--- src/tsq_pkg.sv ---
/*
  Shared constants and types of the trigger sequencer control registers.
  Assumes a 200 MHz system clock and an AXI4-Lite register bus with 32-bit data.
*/
`default_nettype none

package tsq_pkg;

    // Register byte offsets
    localparam logic [4:0] OFS_CTRL  = 5'h00;
    localparam logic [4:0] OFS_T0LIM = 5'h04;
    localparam logic [4:0] OFS_T1LIM = 5'h08;
    localparam logic [4:0] OFS_ISTAT = 5'h0C;
    localparam logic [4:0] OFS_IMASK = 5'h10;

    // Control/status field positions
    localparam int BIT_EN        = 15;
    localparam int BIT_SWT       = 10;
    localparam int BIT_IVIS      = 8;
    localparam int BIT_STRT      = 7;
    localparam int BIT_WDTO      = 6;
    localparam int BIT_ITM_LEVEL = 1;
    localparam int BIT_ITM_NODLY = 0;

    // Interrupt status and mask layout
    localparam int IRQ_STEP = 0;
    localparam int IRQ_WDT  = 1;
    localparam int IRQ_W    = 2;

    // Bus answers and reset values
    localparam logic [1:0]  RESP_OKAY   = 2'h0;
    localparam logic [1:0]  RESP_SLVERR = 2'h2;
    localparam logic [15:0] READ_ZERO   = 16'h0000;

    // Timing
    localparam int CLK_PERIOD_PS   = 5000;
    localparam int WDT_TIME_NS     = 10000;
    localparam int WDT_CYCLES      = (WDT_TIME_NS * 1000) / CLK_PERIOD_PS;
    localparam int STEP_DLY_NS     = 40;
    localparam int STEP_DLY_CYCLES = (STEP_DLY_NS * 1000 + CLK_PERIOD_PS - 1) / CLK_PERIOD_PS;

    typedef enum logic [2:0] {
        CMD_CTRL_STEP,
        CMD_WAIT_HIGH,
        CMD_WAIT_LOW,
        CMD_TIMER0,
        CMD_TIMER1,
        CMD_NOP
    } tsq_cmd_type;

    typedef enum logic [2:0] {
        ST_IDLE,
        ST_WAIT_IN,
        ST_SWT,
        ST_TIMER,
        ST_DELAY
    } tsq_state_type;

    typedef struct packed {
        logic        valid;
        tsq_cmd_type op;
    } tsq_cmd_req_type;

    typedef struct packed {
        logic             en;
        logic             swt;
        logic             ivis;
        logic             strt;
        logic             wdto;
        logic [1:0]       itm;
        logic [15:0]      t0lim;
        logic [15:0]      t1lim;
        logic [IRQ_W-1:0] istat;
        logic [IRQ_W-1:0] imask;
        tsq_state_type    st;
        logic             want_hi;
        logic             step;
        logic             aw_got;
        logic             w_got;
        logic [4:0]       awaddr;
        logic [15:0]      wdata;
        logic [1:0]       wstrb;
        logic             bvalid;
        logic [1:0]       bresp;
        logic             rvalid;
        logic [15:0]      rdata;
        logic [1:0]       rresp;
    } tsq_regs_state_type;

    localparam tsq_regs_state_type REGS_RESET = '0;

endpackage

`default_nettype wire

--- src/tsq_regs.sv ---
/*
  Control/status and timer-limit registers of the trigger sequencer, with
  the command executor, step delay, watchdog and interrupt logic.
  Assumes an AXI4-Lite master on aclk, a synchronous trigger input and a
  command source that holds cmd_req until cmd_ready.
*/
`default_nettype none

// Summary of operation
// - The upper input trigger mode bit picks single level detection when set, edge detection when clear.
// - The lower mode bit clear runs the step delay after a wait command, set skips it.
// - The input trigger mode only affects the wait-high and wait-low commands.
// - The software trigger bit is only looked at by a control step command, and writing zero does nothing.
// - The timer zero limit is used only by the timer zero step command.
// - The timer one limit is used only by the timer one step command.
// - While enable and start are both set the timer limits are read-only and writes are dropped.

module tsq_regs
    import tsq_pkg::*;
#(
    parameter int unsigned WDT_CYC  = WDT_CYCLES,
    parameter int unsigned STEP_CYC = STEP_DLY_CYCLES
) (
    // Clock and reset
    input  wire logic            aclk,
    input  wire logic            aresetn,
    // AXI4-Lite write address
    input  wire logic            s_axi_awvalid,
    output logic                 s_axi_awready,
    input  wire logic [4:0]      s_axi_awaddr,
    // AXI4-Lite write data
    input  wire logic            s_axi_wvalid,
    output logic                 s_axi_wready,
    input  wire logic [31:0]     s_axi_wdata,
    input  wire logic [3:0]      s_axi_wstrb,
    // AXI4-Lite write response
    output logic                 s_axi_bvalid,
    input  wire logic            s_axi_bready,
    output logic      [1:0]      s_axi_bresp,
    // AXI4-Lite read address
    input  wire logic            s_axi_arvalid,
    output logic                 s_axi_arready,
    input  wire logic [4:0]      s_axi_araddr,
    // AXI4-Lite read data
    output logic                 s_axi_rvalid,
    input  wire logic            s_axi_rready,
    output logic      [31:0]     s_axi_rdata,
    output logic      [1:0]      s_axi_rresp,
    // Commands and trigger
    input  wire tsq_cmd_req_type cmd_req,
    output logic                 cmd_ready,
    input  wire logic            trig_in,
    // Status
    output logic                 step_pulse,
    output logic                 irq
);

    tsq_regs_state_type q, d;

    logic             running;
    logic             accept;
    logic             waiting;
    logic             det_arm;
    logic             det_hit;
    logic             tmr_load;
    logic [15:0]      tmr_val;
    logic [15:0]      tmr_cnt;
    logic             tmr_zero;
    logic             dly_load;
    logic             dly_zero;
    logic             wdt_zero;
    logic             wdt_fire;
    logic             swt_take;
    logic             aw_hs;
    logic             w_hs;
    logic             ar_hs;
    logic             wr_go;
    logic [4:0]       wr_addr;
    logic [15:0]      wr_data;
    logic [1:0]       wr_strb;
    logic [15:0]      ctrl_rd;
    logic [15:0]      ctrl_wr;
    logic [IRQ_W-1:0] irq_ev;

    function automatic logic [15:0] merge16(input logic [15:0] old,
                                            input logic [15:0] nw,
                                            input logic [1:0]  strb);
        merge16 = {strb[1] ? nw[15:8] : old[15:8], strb[0] ? nw[7:0] : old[7:0]};
    endfunction

    function automatic logic addr_hit(input logic [4:0] a);
        addr_hit = (a == OFS_CTRL) || (a == OFS_T0LIM) || (a == OFS_T1LIM) ||
                   (a == OFS_ISTAT) || (a == OFS_IMASK);
    endfunction

    assign running = q.en && q.strt;
    assign accept  = cmd_req.valid && cmd_ready;
    assign waiting = (q.st == ST_WAIT_IN) || (q.st == ST_SWT);
    assign det_arm = running && (q.st == ST_WAIT_IN);
    assign aw_hs   = s_axi_awvalid && s_axi_awready;
    assign w_hs    = s_axi_wvalid && s_axi_wready;
    assign ar_hs   = s_axi_arvalid && s_axi_arready;
    assign wr_go   = (q.aw_got || aw_hs) && (q.w_got || w_hs);
    assign wr_addr = q.aw_got ? q.awaddr : s_axi_awaddr;
    assign wr_data = q.w_got ? q.wdata : s_axi_wdata[15:0];
    assign wr_strb = q.w_got ? q.wstrb : s_axi_wstrb[1:0];

    // Each timer limit reaches the counter only from its own command
    assign tmr_load = accept && ((cmd_req.op == CMD_TIMER0) || (cmd_req.op == CMD_TIMER1));
    assign tmr_val  = (cmd_req.op == CMD_TIMER0) ? q.t0lim : q.t1lim;
    assign dly_load = (q.st == ST_WAIT_IN) && det_hit && !q.itm[BIT_ITM_NODLY];
    assign wdt_fire = running && waiting && wdt_zero;
    assign swt_take = running && (q.st == ST_SWT) && q.swt;

    always_comb begin
        ctrl_rd                = READ_ZERO;
        ctrl_rd[BIT_EN]        = q.en;
        ctrl_rd[BIT_SWT]       = q.swt;
        ctrl_rd[BIT_IVIS]      = q.ivis;
        ctrl_rd[BIT_STRT]      = q.strt;
        ctrl_rd[BIT_WDTO]      = q.wdto;
        ctrl_rd[BIT_ITM_LEVEL] = q.itm[BIT_ITM_LEVEL];
        ctrl_rd[BIT_ITM_NODLY] = q.itm[BIT_ITM_NODLY];
    end

    assign ctrl_wr = merge16(ctrl_rd, wr_data, wr_strb);

    always_comb begin
        d      = q;
        d.step = 1'b0;

        // Sequencer
        unique case (q.st)
            ST_IDLE: begin
                if (accept) begin
                    d.want_hi = (cmd_req.op == CMD_WAIT_HIGH);
                    case (cmd_req.op)
                        CMD_WAIT_HIGH, CMD_WAIT_LOW: d.st = ST_WAIT_IN;
                        CMD_CTRL_STEP:               d.st = ST_SWT;
                        CMD_TIMER0, CMD_TIMER1:      d.st = ST_TIMER;
                        default:                     d.step = 1'b1;
                    endcase
                end
            end
            ST_WAIT_IN: begin
                if (det_hit) begin
                    if (q.itm[BIT_ITM_NODLY]) begin
                        d.st   = ST_IDLE;
                        d.step = 1'b1;
                    end else begin
                        d.st = ST_DELAY;
                    end
                end
            end
            ST_DELAY: begin
                if (dly_zero) begin
                    d.st   = ST_IDLE;
                    d.step = 1'b1;
                end
            end
            ST_SWT: begin
                if (q.swt) begin
                    d.st   = ST_IDLE;
                    d.step = 1'b1;
                end
            end
            ST_TIMER: begin
                if (tmr_zero) begin
                    d.st   = ST_IDLE;
                    d.step = 1'b1;
                end
            end
        endcase
        if (wdt_fire) begin
            d.st   = ST_IDLE;
            d.step = 1'b0;
        end
        // Clearing start abandons the command in flight
        if (!running) begin
            d.st   = ST_IDLE;
            d.step = 1'b0;
        end
        irq_ev          = '0;
        irq_ev[IRQ_STEP] = d.step;
        irq_ev[IRQ_WDT]  = wdt_fire;

        // Write channel
        if (q.bvalid && s_axi_bready) begin
            d.bvalid = 1'b0;
        end
        if (aw_hs) begin
            d.aw_got = 1'b1;
            d.awaddr = s_axi_awaddr;
        end
        if (w_hs) begin
            d.w_got = 1'b1;
            d.wdata = s_axi_wdata[15:0];
            d.wstrb = s_axi_wstrb[1:0];
        end
        if (wr_go) begin
            d.aw_got = 1'b0;
            d.w_got  = 1'b0;
            d.bvalid = 1'b1;
            d.bresp  = addr_hit(wr_addr) ? RESP_OKAY : RESP_SLVERR;
        end

        // Hardware clear first, so a software set in the same cycle survives
        if (swt_take) begin
            d.swt = 1'b0;
        end
        if (wr_go && (wr_addr == OFS_CTRL)) begin
            d.en   = ctrl_wr[BIT_EN];
            d.ivis = ctrl_wr[BIT_IVIS];
            d.strt = ctrl_wr[BIT_STRT];
            d.itm  = ctrl_wr[BIT_ITM_LEVEL:BIT_ITM_NODLY];
            if (wr_strb[1] && wr_data[BIT_SWT]) begin
                d.swt = 1'b1;
            end
            if (wr_strb[0] && !wr_data[BIT_WDTO]) begin
                d.wdto = 1'b0;
            end
        end
        if (wr_go && !running && (wr_addr == OFS_T0LIM)) begin
            d.t0lim = merge16(q.t0lim, wr_data, wr_strb);
        end
        if (wr_go && !running && (wr_addr == OFS_T1LIM)) begin
            d.t1lim = merge16(q.t1lim, wr_data, wr_strb);
        end
        if (wr_go && (wr_addr == OFS_IMASK)) begin
            d.imask = wr_strb[0] ? wr_data[IRQ_W-1:0] : q.imask;
        end
        d.istat = q.istat;
        if (wr_go && (wr_addr == OFS_ISTAT) && wr_strb[0]) begin
            d.istat = q.istat & ~wr_data[IRQ_W-1:0];
        end
        // Events win over a clear in the same cycle
        d.istat = d.istat | irq_ev;
        if (wdt_fire) begin
            d.wdto = 1'b1;
        end

        // Read channel
        if (q.rvalid && s_axi_rready) begin
            d.rvalid = 1'b0;
        end
        if (ar_hs) begin
            d.rvalid = 1'b1;
            d.rresp  = addr_hit(s_axi_araddr) ? RESP_OKAY : RESP_SLVERR;
            case (s_axi_araddr)
                OFS_CTRL:  d.rdata = ctrl_rd;
                OFS_T0LIM: d.rdata = q.ivis ? tmr_cnt : q.t0lim;
                OFS_T1LIM: d.rdata = q.ivis ? tmr_cnt : q.t1lim;
                OFS_ISTAT: d.rdata = {14'h0000, q.istat};
                OFS_IMASK: d.rdata = {14'h0000, q.imask};
                default:   d.rdata = READ_ZERO;
            endcase
        end
    end

    always_ff @(posedge aclk) begin
        if (!aresetn) begin
            q <= REGS_RESET;
        end else begin
            q <= d;
        end
    end

    tsq_trig_detect u_detect (
        .aclk       (aclk),
        .aresetn    (aresetn),
        .trig_in    (trig_in),
        .arm        (det_arm),
        .want_high  (q.want_hi),
        .level_mode (q.itm[BIT_ITM_LEVEL]),
        .hit        (det_hit)
    );

    tsq_down_counter #(.W(16)) u_timer (
        .aclk     (aclk),
        .aresetn  (aresetn),
        .load     (tmr_load),
        .load_val (tmr_val),
        .dec      (q.st == ST_TIMER),
        .cnt      (tmr_cnt),
        .zero     (tmr_zero)
    );

    tsq_down_counter #(.W(16)) u_delay (
        .aclk     (aclk),
        .aresetn  (aresetn),
        .load     (dly_load),
        .load_val (16'(STEP_CYC - 1)),
        .dec      (q.st == ST_DELAY),
        .cnt      (),
        .zero     (dly_zero)
    );

    // Reloaded whenever nothing waits, so each wait gets a full window
    tsq_down_counter #(.W(16)) u_wdt (
        .aclk     (aclk),
        .aresetn  (aresetn),
        .load     (!waiting),
        .load_val (16'(WDT_CYC - 1)),
        .dec      (waiting),
        .cnt      (),
        .zero     (wdt_zero)
    );

    assign s_axi_awready = !q.aw_got && !q.bvalid;
    assign s_axi_wready  = !q.w_got && !q.bvalid;
    assign s_axi_bvalid  = q.bvalid;
    assign s_axi_bresp   = q.bresp;
    assign s_axi_arready = !q.rvalid;
    assign s_axi_rvalid  = q.rvalid;
    assign s_axi_rdata   = {READ_ZERO, q.rdata};
    assign s_axi_rresp   = q.rresp;
    assign cmd_ready     = running && (q.st == ST_IDLE);
    assign step_pulse    = q.step;
    assign irq           = |(q.istat & q.imask);
endmodule

`default_nettype wire

--- src/tsq_down_counter.sv ---
/*
  Loadable down counter that stops at zero.
  Assumes a synchronous active-low reset on the same clock as its user.
*/
`default_nettype none

module tsq_down_counter
    import tsq_pkg::*;
#(
    parameter int unsigned W = 16
) (
    // Clock and reset
    input  wire logic         aclk,
    input  wire logic         aresetn,
    // Control
    input  wire logic         load,
    input  wire logic [W-1:0] load_val,
    input  wire logic         dec,
    // Status
    output logic      [W-1:0] cnt,
    output logic              zero
);

    typedef struct packed {
        logic [W-1:0] cnt;
    } tsq_cnt_state_type;

    tsq_cnt_state_type q, d;

    always_comb begin
        d = q;
        if (load) begin
            d.cnt = load_val;
        end else if (dec && (q.cnt != '0)) begin
            d.cnt = q.cnt - W'(1);
        end
    end

    always_ff @(posedge aclk) begin
        if (!aresetn) begin
            q <= '0;
        end else begin
            q <= d;
        end
    end

    assign cnt  = q.cnt;
    assign zero = (q.cnt == '0);

endmodule

`default_nettype wire

--- src/tsq_trig_detect.sv ---
/*
  Input trigger detector for the wait-high and wait-low commands.
  Assumes trig_in is already synchronous to aclk.
*/
`default_nettype none

module tsq_trig_detect
    import tsq_pkg::*;
(
    // Clock and reset
    input  wire logic aclk,
    input  wire logic aresetn,
    // Trigger and mode
    input  wire logic trig_in,
    input  wire logic arm,
    input  wire logic want_high,
    input  wire logic level_mode,
    // Result
    output logic      hit
);

    typedef struct packed {
        logic prev;
    } tsq_det_state_type;

    tsq_det_state_type q, d;

    always_comb begin
        d      = q;
        // Sampled always, so an edge right at arming is seen
        d.prev = trig_in;
    end

    always_ff @(posedge aclk) begin
        if (!aresetn) begin
            q <= '0;
        end else begin
            q <= d;
        end
    end

    // Level mode fires on the level alone, edge mode needs a change
    assign hit = arm && (trig_in == want_high) && (level_mode || (q.prev != want_high));
endmodule

`default_nettype wire

--- config.mk ---
export PLATFORM = sky130hd
export DESIGN_NAME = tsq_regs
export DESIGN_NICKNAME = d
export VERILOG_FILES = /design/src/tsq_pkg.sv /design/src/tsq_regs.sv /design/src/tsq_down_counter.sv /design/src/tsq_trig_detect.sv
export SDC_FILE = /design/constraint.sdc
export NUM_CORES = 1
export LEC_CHECK = 0
export BUFFER_PORTS_ARGS = -buffer_cell sky130_fd_sc_hd__buf_2
export CAP_MARGIN = 5
export CORE_MARGIN = 5
export CORE_UTILIZATION = 35
export DETAILED_ROUTE_END_ITERATION = 6
export HOLD_SLACK_MARGIN = 0.06
export PLACE_DENSITY = 0.64
export SETUP_SLACK_MARGIN = 0.02
export SLEW_MARGIN = 20
export SYNTH_ARGS = -nofsm -noshare
export SYNTH_HDL_FRONTEND = slang
export SYNTH_SLANG_ARGS = --single-unit
--- constraint.sdc ---
create_clock -name aclk -period 2.9 [get_ports aclk]
set_input_delay 0.29 -clock aclk [delete_from_list [all_inputs] [get_ports aclk]]
set_output_delay 0.29 -clock aclk [all_outputs]
set_load 0.02 [all_outputs]
* After elaboration in Yosys (flattened, before gate mapping)
Cells that the tools add are included.
W data, S select, Z words.
** Storage, ports and cells
- Flip-flop bits (word level) :: 144
- Word-level logic and storage cells :: 196
- Input port bits :: 58
- Output and inout port bits :: 44
** Cells by class
- Add/sub/neg operators :: 3
- Mux-type cells :: 44
- Reductions and logical operators :: 87
- Bitwise operators :: 6
- Equality and inequality tests :: 25
** Operators by type and width (count)
- $mux W16 :: 6
- $pmux W16 S5 :: 1
- $logic_not A16 Y1 :: 3
- $reduce_bool A16 Y1 :: 3
- $sub A16 B1 Y16 const B :: 3
- $logic_and A1 B1 Y1 :: 33
- $mux W3 :: 8
- $mux W11 :: 2
- $eq A5 B4 Y1 const B :: 4
- $reduce_and A2 Y1 :: 10
- $mux W19 :: 1
- $mux W1 :: 15
- $pmux W3 S5 :: 1
- $logic_or A1 B1 Y1 :: 13
- $eq A3 B2 Y1 const B :: 4
- $ne A2 B2 Y1 const B :: 6
- $reduce_bool A2 Y1 :: 6
- $eq A5 B3 Y1 const B :: 2
- $eq A5 B5 Y1 const B :: 2
- $logic_not A5 Y1 :: 2
- $mux W5 :: 2
- $reduce_or A2 Y1 :: 5
- $pmux W3 S3 :: 1
- $mux W2 :: 4
- 17 further kinds :: 28

* Logic depth before layout (Yosys ltp)
Gate-level depths: netlist of the first run.
- Depth after elaboration :: 9
- Mapped depth :: 8
- Gate-level depth less buffers :: 7

* By module
A second synthesis of the first run with hierarchy kept.
** Second synthesis, totals
- Cell total of the unflattened synthesis :: 918
- Area, all modules :: 7858.8 um2
** By module, submodules not included
- tsq_regs :: cells an instance 569, instances 1, seq. area each 1861.8 um2, area each 5038.6 um2
- tsq_down_counter :: cells an instance 114, instances 3, seq. area each 320.3 um2, area each 922.1 um2
- tsq_trig_detect :: cells an instance 7, instances 1, seq. area each 20.0 um2, area each 53.8 um2

* Worst setup path after synthesis of the first run
OpenSTA, ideal clock, no wires.
- Path kind :: reg2reg
- Start :: reg u_delay.q, in the netlist u_delay.cnt[10]
- End :: reg u_delay.q, in the netlist u_delay.cnt[1]
- Path slack :: 0.659 ns
- Required time :: 2.830 ns
- Period minus slack after synthesis :: 2.241 ns
- Arrival time :: 2.170 ns
- Cell stages (with the launch flop) :: 7
- Library setup time :: 0.070 ns
- Path buffers :: 1
- Cells stage by stage :: dfxtp_1 or4_4 or4b_4 buf_6 o21ai_4 mux2_1 a21oi_1
** Between the ends
- Longest elaborated chain between the ends :: 3
** RTL lines
- from (decl) :: RTL line tsq_down_counter.sv:28 : tsq_cnt_state_type q, d;
- from (signal assigned) :: RTL line tsq_down_counter.sv:41 : q <= '0;
- from (signal assigned) :: RTL line tsq_down_counter.sv:43 : q <= d;
- $reduce_bool A16 Y1 :: RTL line tsq_down_counter.sv:34 : end else if (dec && (q.cnt != '0)) begin
- $logic_and A1 B1 Y1 :: RTL line tsq_down_counter.sv:34
- $reduce_bool A2 Y1 (no source line)
Every way passes these cells.
A chain may end at the register's enable or synchronous reset.

* Final worst setup path of the first run
- Start :: reg q[46] (netlist name)
- End :: reg q[54] (netlist name)
** Between the ends
- Longest elaborated chain between the ends :: 9
- Elaborated cells between the ends (all ways) :: 11
- Those cells by class :: eq/ne: 1; mux: 2; bitwise: 1; reduce/logical: 7
** RTL lines
- from (decl) :: RTL line tsq_regs.sv:58 : tsq_regs_state_type q, d;
- from (signal assigned) :: RTL line tsq_regs.sv:262 : q <= REGS_RESET;
- from (signal assigned) :: RTL line tsq_regs.sv:264 : q <= d;
- parallel branches: the longest is 5 deep, another holds $mux W5
- $logic_and A1 B1 Y1 * (2 in a row) :: RTL line tsq_regs.sv:233 : if (wr_go && (wr_addr == OFS_ISTAT) && wr_strb[0]) begin
- $mux W2 * :: RTL line tsq_regs.sv:233
- $or A2 B2 Y2 * :: RTL line tsq_regs.sv:237 : d.istat = d.istat | irq_ev;
Every way passes the cells marked *.

==> impl_metrics.yaml, run 1 <==
layout:
  area_growth_syn_to_layout_pct: 12.9
  design_area_sq_mm: 0.00831
  final_nets: 974
  fill_cells: 2151
  antennaDiodeCount: 0
  multi_input_area_sq_mm: 0.00403
  drive_gt1_frac: 0.162
  regArea_sq_mm: 0.00284
routing:
  drc: 0
  num_vias: 6303
  firstDrtPassIters: 5
  vias_per_cell: 5.26
  wl_um: 18600
  ant_nets: 0
  drt_iter0_markers: 416
  avgRoutedWirePerCell_um: 15.5
clock_tree:
  clockBufferDepth: 2
  cts-root-buf: "clkbuf_16"
  cts_max_level: 4
  post_cts_buffers: 0
  worstSkewPairLatency_ns: 0.43
  cts.repair.resized: 0
  hold_buffers: 0
  clk_pin_slew_ns: 0.06
  numClockSinks: 142
  cts_tree: "yes"
  numCtsBuffers: 17
placed_design:
  port_buffers: 65
  gp_congestion: 0.929
  detailed_place.area_sq_mm: 0.00774
  place_hpwl_um: 13400
worst_hold_path:
  min_from: "s_axi_wdata[15]"
  hold_class: "in -> reg"
  hold_path_depth: 3
yosys:
  synth-edff-count: 0
  synthXorXnorAreaFrac: 0.0262
  synth_area_sq_mm: 0.00736
  synth-adder-area-share: 0.00850
  muxShareOfSynthArea: 0.0868
  avgSynthCellArea_sq_um: 8.37
  synth_compound_gate_area_share: 0.187
  synth-simple-area-share: 0.230
  yosysSeqAreaShare: 0.386
  synth_cell_types: 78
  ys_async_sr_fraction: 0
  synth.cells.most_frequent: "dfxtp_1 (142), nor2_1 (91), nand2_1 (89)"
  yosysMostFrequentCell: "dfxtp_1"
  synth_ff_type: "dfxtp_1"
  synth_top_area_cell: "dfxtp_1"
  synth_top_family_by_area: "simple AND/OR/NAND/NOR gates"
  syn_inst: 880
  yosysTopAreaCellShare: 0.386
  yosysWarnings: 0
  synthTopCellsByArea: "dfxtp_1 (39%), mux2i_1 (5.2%), nor2_1 (4.6%), nand2_1 (4.5%), a21oi_1 (4.0%)"
  ys_ff_latch: 142
critical_path:
  cp.depth: 5
  rrSetupSlack_ns: 0.46
  cp-startpoint: "q[46]"
  r2r_start: "q[46]"
  start_kind: "flop"
  cp.arrival_ns: 2.73
  critPathTopFamily: "compound AO/OA/AOI/OAI gates"
  worst-path-buf-inv: 0
  worstPathRequired_ns: 3.19
  cpMaxStageDelayCell: "dfxtp_1"
  cpPeakStageDelay_ns: 0.62
  r2r_cells: 5
  cp-end-kind: "flop"
  crit_type: "reg -> reg"
  cp_cell_sequence: "or3b_1 > a221oi_4 > nand2_1 > o311ai_0 > o21ai_1"
  cp_max_fo: 16
status:
  status: "finished, final reports clean"
sta:
  hold_viol: 0
  finalSetupTns_ns: 0
  worst_pin_slew_ns: 0.873
  min_period_over_period: 0.841
  setup_viol: 0
  final_max_slew_viol_count: 0
  skew_ns: 0.00674
  slew_headroom: 0.416
  post-route-min-period_ns: 2.44
  fmax_mhz: 410
  holdWs_ns: 0.111
  grt_setup_unrepaired: "no"
die:
  initial_utilization: 0.353
  io_pins: 102
  die_h_um: 155
  die-width_um: 155
  die-area_sq_mm: 0.0240
  coreArea_sq_mm: 0.0209
  core.rowCount: 53
grt:
  grt_first_pass_wirelength_um: 30400
  grt_overflow: 0
  track_usage: 0.155
  grt_max_degree: 72
  antenna_found_initial: 0
  grt_pass1_vias: 5817
power:
  p_per_area_mw_per_mm2: 547
  leakagePower_nw: 3.29
  ir_drop_uv: 373
run:
  max-cap-violations: 0
## final timing paths
| kind | end |
|---|---|
| max | q[54] |
| min | q[39] |
| max reg2reg | q[54] |
| min reg2reg | s_axi_rdata[6] |
## kinds of logic (layout without fill, tap and decap cells)
logic type,after synthesis,count (layout)
AND/OR/NAND/NOR,332,332
AO/OA/AOI/OAI,207,207
flip-flops,142,142
buffers and inverters,110,137
multiplexers,61,61
XOR/XNOR,22,22
adder cells (fa/ha/maj),5,5
other,1,18
## area by class of cell
type | count | share of cell area
tap | 275 | 0.0414
timing repair buffer | 78 | 0.0509
inverter | 27 | 0.0122
multi-input combinational | 645 | 0.484
sequential | 142 | 0.342
clock inverter | 12 | 0.0167
clock buffer | 20 | 0.0525
## cell usage in the layout (no fill, tap or decap), types with 5 or more instances in the layout
| master | n |
|---|---|
| nor3_1 | 24 |
| and3_1 | 6 |
| o21a_1 | 7 |
| xnor2_1 | 9 |
| nand3b_1 | 7 |
| mux2i_1 | 38 |
| clkbuf_16 | 17 |
| conb_1 | 18 |
| mux2_2 | 22 |
| a211oi_1 | 9 |
| o21ai_0 | 52 |
| nand3_1 | 28 |
| buf_4 | 13 |
| nand2b_1 | 10 |
| ha_1 | 5 |
| or3_1 | 9 |
| or4_1 | 10 |
| nor4_1 | 11 |
| a31oi_1 | 5 |
| buf_2 | 65 |
| nand2_1 | 89 |
| nor2_1 | 91 |
| inv_1 | 26 |
| a21oi_1 | 59 |
| xor2_1 | 13 |
| nand4_1 | 11 |
| a22oi_1 | 10 |
| dfxtp_1 | 142 |
| a221o_1 | 10 |
## worst register-to-register path, delay by kind of cell (launching register included)
kind            cells  cell delay [ns]
compound gates      3             1.09
flops               1             0.62
simple gates        2             0.59
## registers in the layout, summed over array words and instances (netlist names)
register,flops
ctrl_rd,7
s_axi_bresp,1
s_axi_bvalid,1
u_detect.q,1
s_axi_rresp,1
u_delay.cnt,16
u_wdt.cnt,16
u_timer.cnt,16
s_axi_rdata,16
q,65
step_pulse,1
s_axi_rvalid,1
## metal layers
| layer | up-vias | GRT usage | wire length, um |
|---|---|---|---|
| met4 | 0 | 0.0505 | 378 |
| met2 | 185 | 0.236 | 8220 |
| met1 | 2901 | 0.217 | 8960 |
| met5 | - | 0 | 0 |
| li1 | 3191 | - | - |
| met3 | 26 | 0.0350 | 1020 |
## power by group
| part | internal (W) | switching (W) | leakage [nW] | total [W] |
|---|---|---|---|---|
| Combinational | 0.000136 | 0.000242 | 1.87 | 0.000378 |
| Sequential | 0.00200 | 0.0000357 | 1.15 | 0.00203 |
| Clock | 0.00127 | 0.000868 | 0.267 | 0.00214 |
## per-stage QoR
step	worst slack (ns)	std cells	power [W]	util
floorplan	0.659	897	0.00236	-
global placement	0.563	1167	0.00245	0.370
CTS	0.483	1199	0.00459	0.398
global route	0.276	1199	0.00473	0.398
finish	0.460	1199	0.00455	0.398
detailed placement	0.516	1167	0.00245	0.370
No activity file was read; power rests on OpenSTA's default activity.
==> inputs of run 2 (changes only) <==
--- a/config.mk
+++ b/config.mk
@@ -11,7 +11,7 @@
 export CORE_UTILIZATION = 35
 export DETAILED_ROUTE_END_ITERATION = 6
 export HOLD_SLACK_MARGIN = 0.06
-export PLACE_DENSITY = 0.64
+export PLACE_DENSITY = 0.66
 export SETUP_SLACK_MARGIN = 0.02
 export SLEW_MARGIN = 20
 export SYNTH_ARGS = -nofsm -noshare
==> constraint.sdc (replaced) <==
create_clock -name aclk -period 2.2 [get_ports aclk]
set_input_delay 0.22 -clock aclk [delete_from_list [all_inputs] [get_ports aclk]]
set_output_delay 0.22 -clock aclk [all_outputs]
set_load 0.02 [all_outputs]
==> impl_metrics.yaml, run 2 (synthesized netlist as in run 1, its figures left out) <==
sta:
  min_period_over_period: 0.981
  holdWs_ns: 0.0615
  skew_ns: 0.00690
  fmax_mhz: 463
  worst_pin_slew_ns: 0.835
  slew_headroom: 0.441
  setup_viol: 0
  setup_ws_ns: 0.0422
  grt_setup_unrepaired: "yes"
  hold_viol: 0
  post-route-min-period_ns: 2.16
  final_max_slew_viol_count: 0
layout:
  fill_cells: 2065
  top_register: "q"
  drive_gt1_frac: 0.206
  final_nets: 1032
  area_growth_syn_to_layout_pct: 21.5
  instances_no_fill: 1256
  largest_reg_flops: 65
  mostFrequentLayoutCells: "dfxtp_1 (136), nor2_1 (91), nand2_1 (89)"
  final_common_cell: "dfxtp_1"
placed_design:
  placedCellCount: 1199
  port_buffers: 65
  place_ws_ns: 0.0172
  place_hpwl_um: 14000
  gp_congestion: 0.919
critical_path:
  r2r_start: "u_delay.cnt[12]"
  r2r_cells: 5
  cp.arrival_ns: 2.51
  critPathTopFamily: "simple AND/OR/NAND/NOR gates"
  start_kind: "flop"
  cpPeakStageDelay_ns: 0.56
  rrSetupSlack_ns: 0.04
  crit_type: "reg -> reg"
  cp_cell_sequence: "or4_4 > or4b_4 > o21ai_4 > mux2_4 > a21oi_2"
  worst-path-buf-inv: 0
  cp_max_fo: 5
  cp-end-kind: "flop"
  r2r_end: "u_delay.cnt[1]"
  cpMaxStageDelayCell: "or4b_4"
  worstPathRequired_ns: 2.55
grt:
  grt_overflow: 0
  grt_max_degree: 72
  grt_first_pass_wirelength_um: 31600
  antenna_found_initial: 1
  grt_pass1_vias: 6101
  track_usage: 0.161
status:
  status: "finished, final reports clean"
routing:
  avgRoutedWirePerCell_um: 15.3
  wl_um: 19200
  num_vias: 6546
  ant_nets: 0
  drt_iter0_markers: 444
  firstDrtPassIters: 5
  drc: 0
  vias_per_cell: 5.21
power:
  comb_power_share: 0.091
  p_sw_frac: 0.237
  power.internal_w: 0.00473
  ir_drop_uv: 562
  p_per_area_mw_per_mm2: 692
  clkPwrFrac: 0.476
  total_power_w: 0.00619
  pwr-share-seq: 0.433
  p_sw_w: 0.00147
  leakagePower_nw: 3.58
clock_tree:
  worstSkewPairLatency_ns: 0.42
  cts-root-buf: "clkbuf_16"
  cts_max_level: 4
  numClockSinks: 142
  clockBufferDepth: 2
  numCtsBuffers: 17
  clk_pin_slew_ns: 0.06
  cts_tree: "yes"
worst_hold_path:
  min_from: "trig_in"
  whs_endpoint: "u_detect.q"
  hold_path_depth: 2
  hold_class: "in -> reg"
die:
  die-width_um: 155
  die-area_sq_mm: 0.0240
  coreArea_sq_mm: 0.0209
  initial_utilization: 0.353
  die_h_um: 155
  io_pins: 102
  core.rowCount: 53
run:
  max-cap-violations: 0
run 2: changes by cell type in the layout (fill, tap and decap cells not counted), sizes merged:
| cell | previous run | this run |
|---|---|---|
| buf | 78 | 115 |
| bufinv | 2 | 3 |
| clkbuf | 20 | 21 |
| clkinv | 4 | 2 |
| clkinvlp | 4 | 3 |
| diode | 0 | 1 |
| dlygate4sd3 | 0 | 21 |
| inv | 29 | 28 |
run 2: layout make-up:
cell class / count / area, sq um / share of cell area
multi-input cells: 645 / 4090 / 0.457
flip-flops and latches: 142 / 2850 / 0.319
repair buffers: 136 / 956 / 0.107
clock buffers: 21 / 470 / 0.0526
well taps: 275 / 344 / 0.0385
clock inverters: 9 / 135 / 0.0151
inverters: 27 / 101 / 0.0113
diodes: 1 / 2.50 / 0.000280
run 2: power by group through the flow:
stage / registers, W / logic, W / clock network (W)
2_1_floorplan: 0.00272 / 0.000390 / 0
3_3_place_gp: 0.00273 / 0.000519 / 0
3_5_place_dp: 0.00273 / 0.000525 / 0
4_1_cts: 0.00268 / 0.000556 / 0.00301
5_1_grt: 0.00269 / 0.000622 / 0.00312
6_report: 0.00268 / 0.000565 / 0.00295
run 2: how the worst max path moves through the flow:
stage | start | end | cells after the start
2_1_floorplan | u_wdt.cnt[2] | q[50] | 6
3_3_place_gp | u_delay.cnt[13] | u_delay.cnt[1] | 5
3_5_place_dp | u_delay.cnt[13] | u_delay.cnt[1] | 5
4_1_cts | u_delay.cnt[12] | u_delay.cnt[1] | 5
5_1_grt | u_delay.cnt[12] | u_delay.cnt[1] | 5
6_report | u_delay.cnt[12] | u_delay.cnt[1] | 5
run 2: per-stage QoR:
stage          area, sq um  TNS, ns  utilization
2_1_floorplan         7430        0            -
3_5_place_dp          8020        0        0.384
5_1_grt               8950  -0.0140        0.428
6_report              8950        0        0.428
3_3_place_gp          8020        0        0.384
4_1_cts               8870        0        0.425
run 2: worst register-to-register path: stages, from the launching register on:
cell and delay (ns):
dfxtp_2 0.32, or4_4 0.53, or4b_4 0.56, o21ai_4 0.23, mux2_4 0.33, a21oi_2 0.12
run 2: timing repair:
item                                    CTS  global route
resized for setup                         3            19
setup buffers                             4             1
endpoints found under the setup margin    1            33
hold buffers                             21             0
pin swaps                                 4             6
hold endpoints to repair                 21             0
run 2: per-layer routing:
layer | global-route usage | routed length, um | share of wire
met5 | 0 | 0 | 0
met4 | 0.0458 | 313 | 0.016
met3 | 0.0401 | 1050 | 0.055
met2 | 0.251 | 8640 | 0.45
met1 | 0.221 | 9230 | 0.48
==> inputs of run 3 (changes only) <==
--- a/config.mk
+++ b/config.mk
@@ -12,6 +12,7 @@
 export DETAILED_ROUTE_END_ITERATION = 6
 export HOLD_SLACK_MARGIN = 0.06
 export PLACE_DENSITY = 0.66
+export REMOVE_ABC_BUFFERS = 1
 export SETUP_SLACK_MARGIN = 0.02
 export SLEW_MARGIN = 20
 export SYNTH_ARGS = -nofsm -noshare
==> impl_metrics.yaml, run 3 (synthesized netlist as in run 1, its figures left out) <==
status:
  status: "finished, final reports clean"
sta:
  skew_ns: 0.00617
  fmax_mhz: 462
  min_period_over_period: 0.984
  finalSetupTns_ns: 0
  slew_headroom: 0.521
  setup_viol: 0
  worst_pin_slew_ns: 0.717
  final_max_slew_viol_count: 0
  hold_viol: 0
  post-route-min-period_ns: 2.16
  grt_setup_unrepaired: "yes"
placed_design:
  port_buffers: 65
  gp_congestion: 0.866
  placedCellCount: 1208
  detailed_place.area_sq_mm: 0.00808
  place_hpwl_um: 14400
layout:
  top_register: "q"
  drive_gt1_frac: 0.206
  design_area_sq_mm: 0.00898
  instances_no_fill: 1261
  antennaDiodeCount: 0
  largest_reg_flops: 65
  fin_util: 0.430
  final_common_cell: "dfxtp_1"
  area_growth_syn_to_layout_pct: 21.9
  final_nets: 1036
  mostFrequentLayoutCells: "dfxtp_1 (142), nor2_1 (90), nand2_1 (89)"
routing:
  avgRoutedWirePerCell_um: 15.9
  ant_nets: 0
  vias_per_cell: 5.30
  wl_um: 20100
  drt_iter0_markers: 597
  num_vias: 6685
  drc: 0
  firstDrtPassIters: 5
critical_path:
  worstPathRequired_ns: 2.55
  r2r_start: "u_delay.cnt[10]"
  r2r_cells: 5
  cp_cell_sequence: "or4_4 > or4b_4 > o21ai_4 > mux2_4 > a21oi_2"
  cp-end-kind: "flop"
  critPathTopFamily: "simple AND/OR/NAND/NOR gates"
  crit_type: "reg -> reg"
  rrSetupSlack_ns: 0.04
  cp.arrival_ns: 2.52
  cp_max_fo: 6
  start_kind: "flop"
  cpMaxStageDelayCell: "or4b_4"
  worst-path-buf-inv: 0
  cpPeakStageDelay_ns: 0.59
  r2r_end: "u_delay.cnt[1]"
die:
  die_h_um: 155
  io_pins: 102
  initial_utilization: 0.353
  die-width_um: 155
  die-area_sq_mm: 0.0240
  core.rowCount: 53
  coreArea_sq_mm: 0.0209
grt:
  grt_max_degree: 48
  antenna_found_initial: 1
  grt_overflow: 0
  grt_pass1_vias: 6242
  grt_first_pass_wirelength_um: 32100
  track_usage: 0.165
power:
  leakagePower_nw: 3.64
  power.internal_w: 0.00470
  clkPwrFrac: 0.484
  pwr-share-seq: 0.425
  p_sw_w: 0.00160
  comb_power_share: 0.091
  p_per_area_mw_per_mm2: 702
  p_sw_frac: 0.254
  ir_drop_uv: 440
worst_hold_path:
  min_from: "trig_in"
  hold_class: "in -> reg"
  hold_path_depth: 2
  whs_endpoint: "u_detect.q"
clock_tree:
  cts_max_level: 4
  numClockSinks: 142
  worstSkewPairLatency_ns: 0.42
  clk_pin_slew_ns: 0.06
  numCtsBuffers: 17
  cts-root-buf: "clkbuf_16"
  cts_tree: "yes"
  clockBufferDepth: 2
run:
  max-cap-violations: 0
[run 3: final cells by class]
cell class | count | area, sq um
fill | 2052 | 11900
multi-input combinational | 645 | 4070
sequential | 142 | 2840
timing repair buffer | 140 | 996
clock buffer | 18 | 439
tap | 275 | 344
clock inverter | 14 | 184
inverter | 27 | 101
[run 3: power groups by stage]
| stage | Combinational, W | Clock (W) | Sequential, W |
|---|---|---|---|
| after CTS | 0.000569 | 0.00309 | 0.00268 |
| final | 0.000574 | 0.00305 | 0.00268 |
| after floorplan | 0.000304 | 0 | 0.00275 |
| after global placement | 0.000532 | 0 | 0.00273 |
| after detailed placement | 0.000538 | 0 | 0.00273 |
| after global routing | 0.000634 | 0.00321 | 0.00268 |
[run 3: routing by layer]
layer / vias to the layer above / part of all wire / GRT usage
li1: 3310 / - / -
met1: 3145 / 0.44 / 0.216
met2: 204 / 0.47 / 0.267
met3: 24 / 0.067 / 0.0389
met4: 2 / 0.018 / 0.0563
met5: - / 0.00065 / 0
[run 3: per-stage QoR]
stage / power (W) / hold slack (ns) / worst slack, ns
4_1_cts: 0.00633 / 0.0649 / 0.0306
2_1_floorplan: 0.00305 / 0.338 / -0.174
6_report: 0.00630 / 0.0821 / 0.0354
3_5_place_dp: 0.00327 / 0.438 / 0.0115
5_1_grt: 0.00653 / 0.0730 / -0.0130
3_3_place_gp: 0.00326 / 0.437 / 0.0512
[run 3: how the worst max path moves through the flow]
stage	start	to	slack, ns	depth (start not counted)
final	u_delay.cnt[10]	u_delay.cnt[1]	0.04	5
after global routing	u_delay.cnt[10]	u_delay.cnt[7]	-0.01	5
after CTS	u_delay.cnt[10]	u_delay.cnt[1]	0.03	5
after detailed placement	u_delay.cnt[10]	u_delay.cnt[1]	0.01	5
after global placement	u_delay.cnt[10]	u_delay.cnt[1]	0.05	5
after floorplan	cmd_req[0]	u_timer.cnt[14]	-0.17	5
[run 3: what timing repair did]
item | in CTS | in global routing
setup endpoints to repair | 1 | 41
endpoints found under the hold margin | 20 | 0
setup buffers | 0 | 1
gates resized for setup | 0 | 11
hold buffers | 20 | 0
pin swaps | 1 | 4
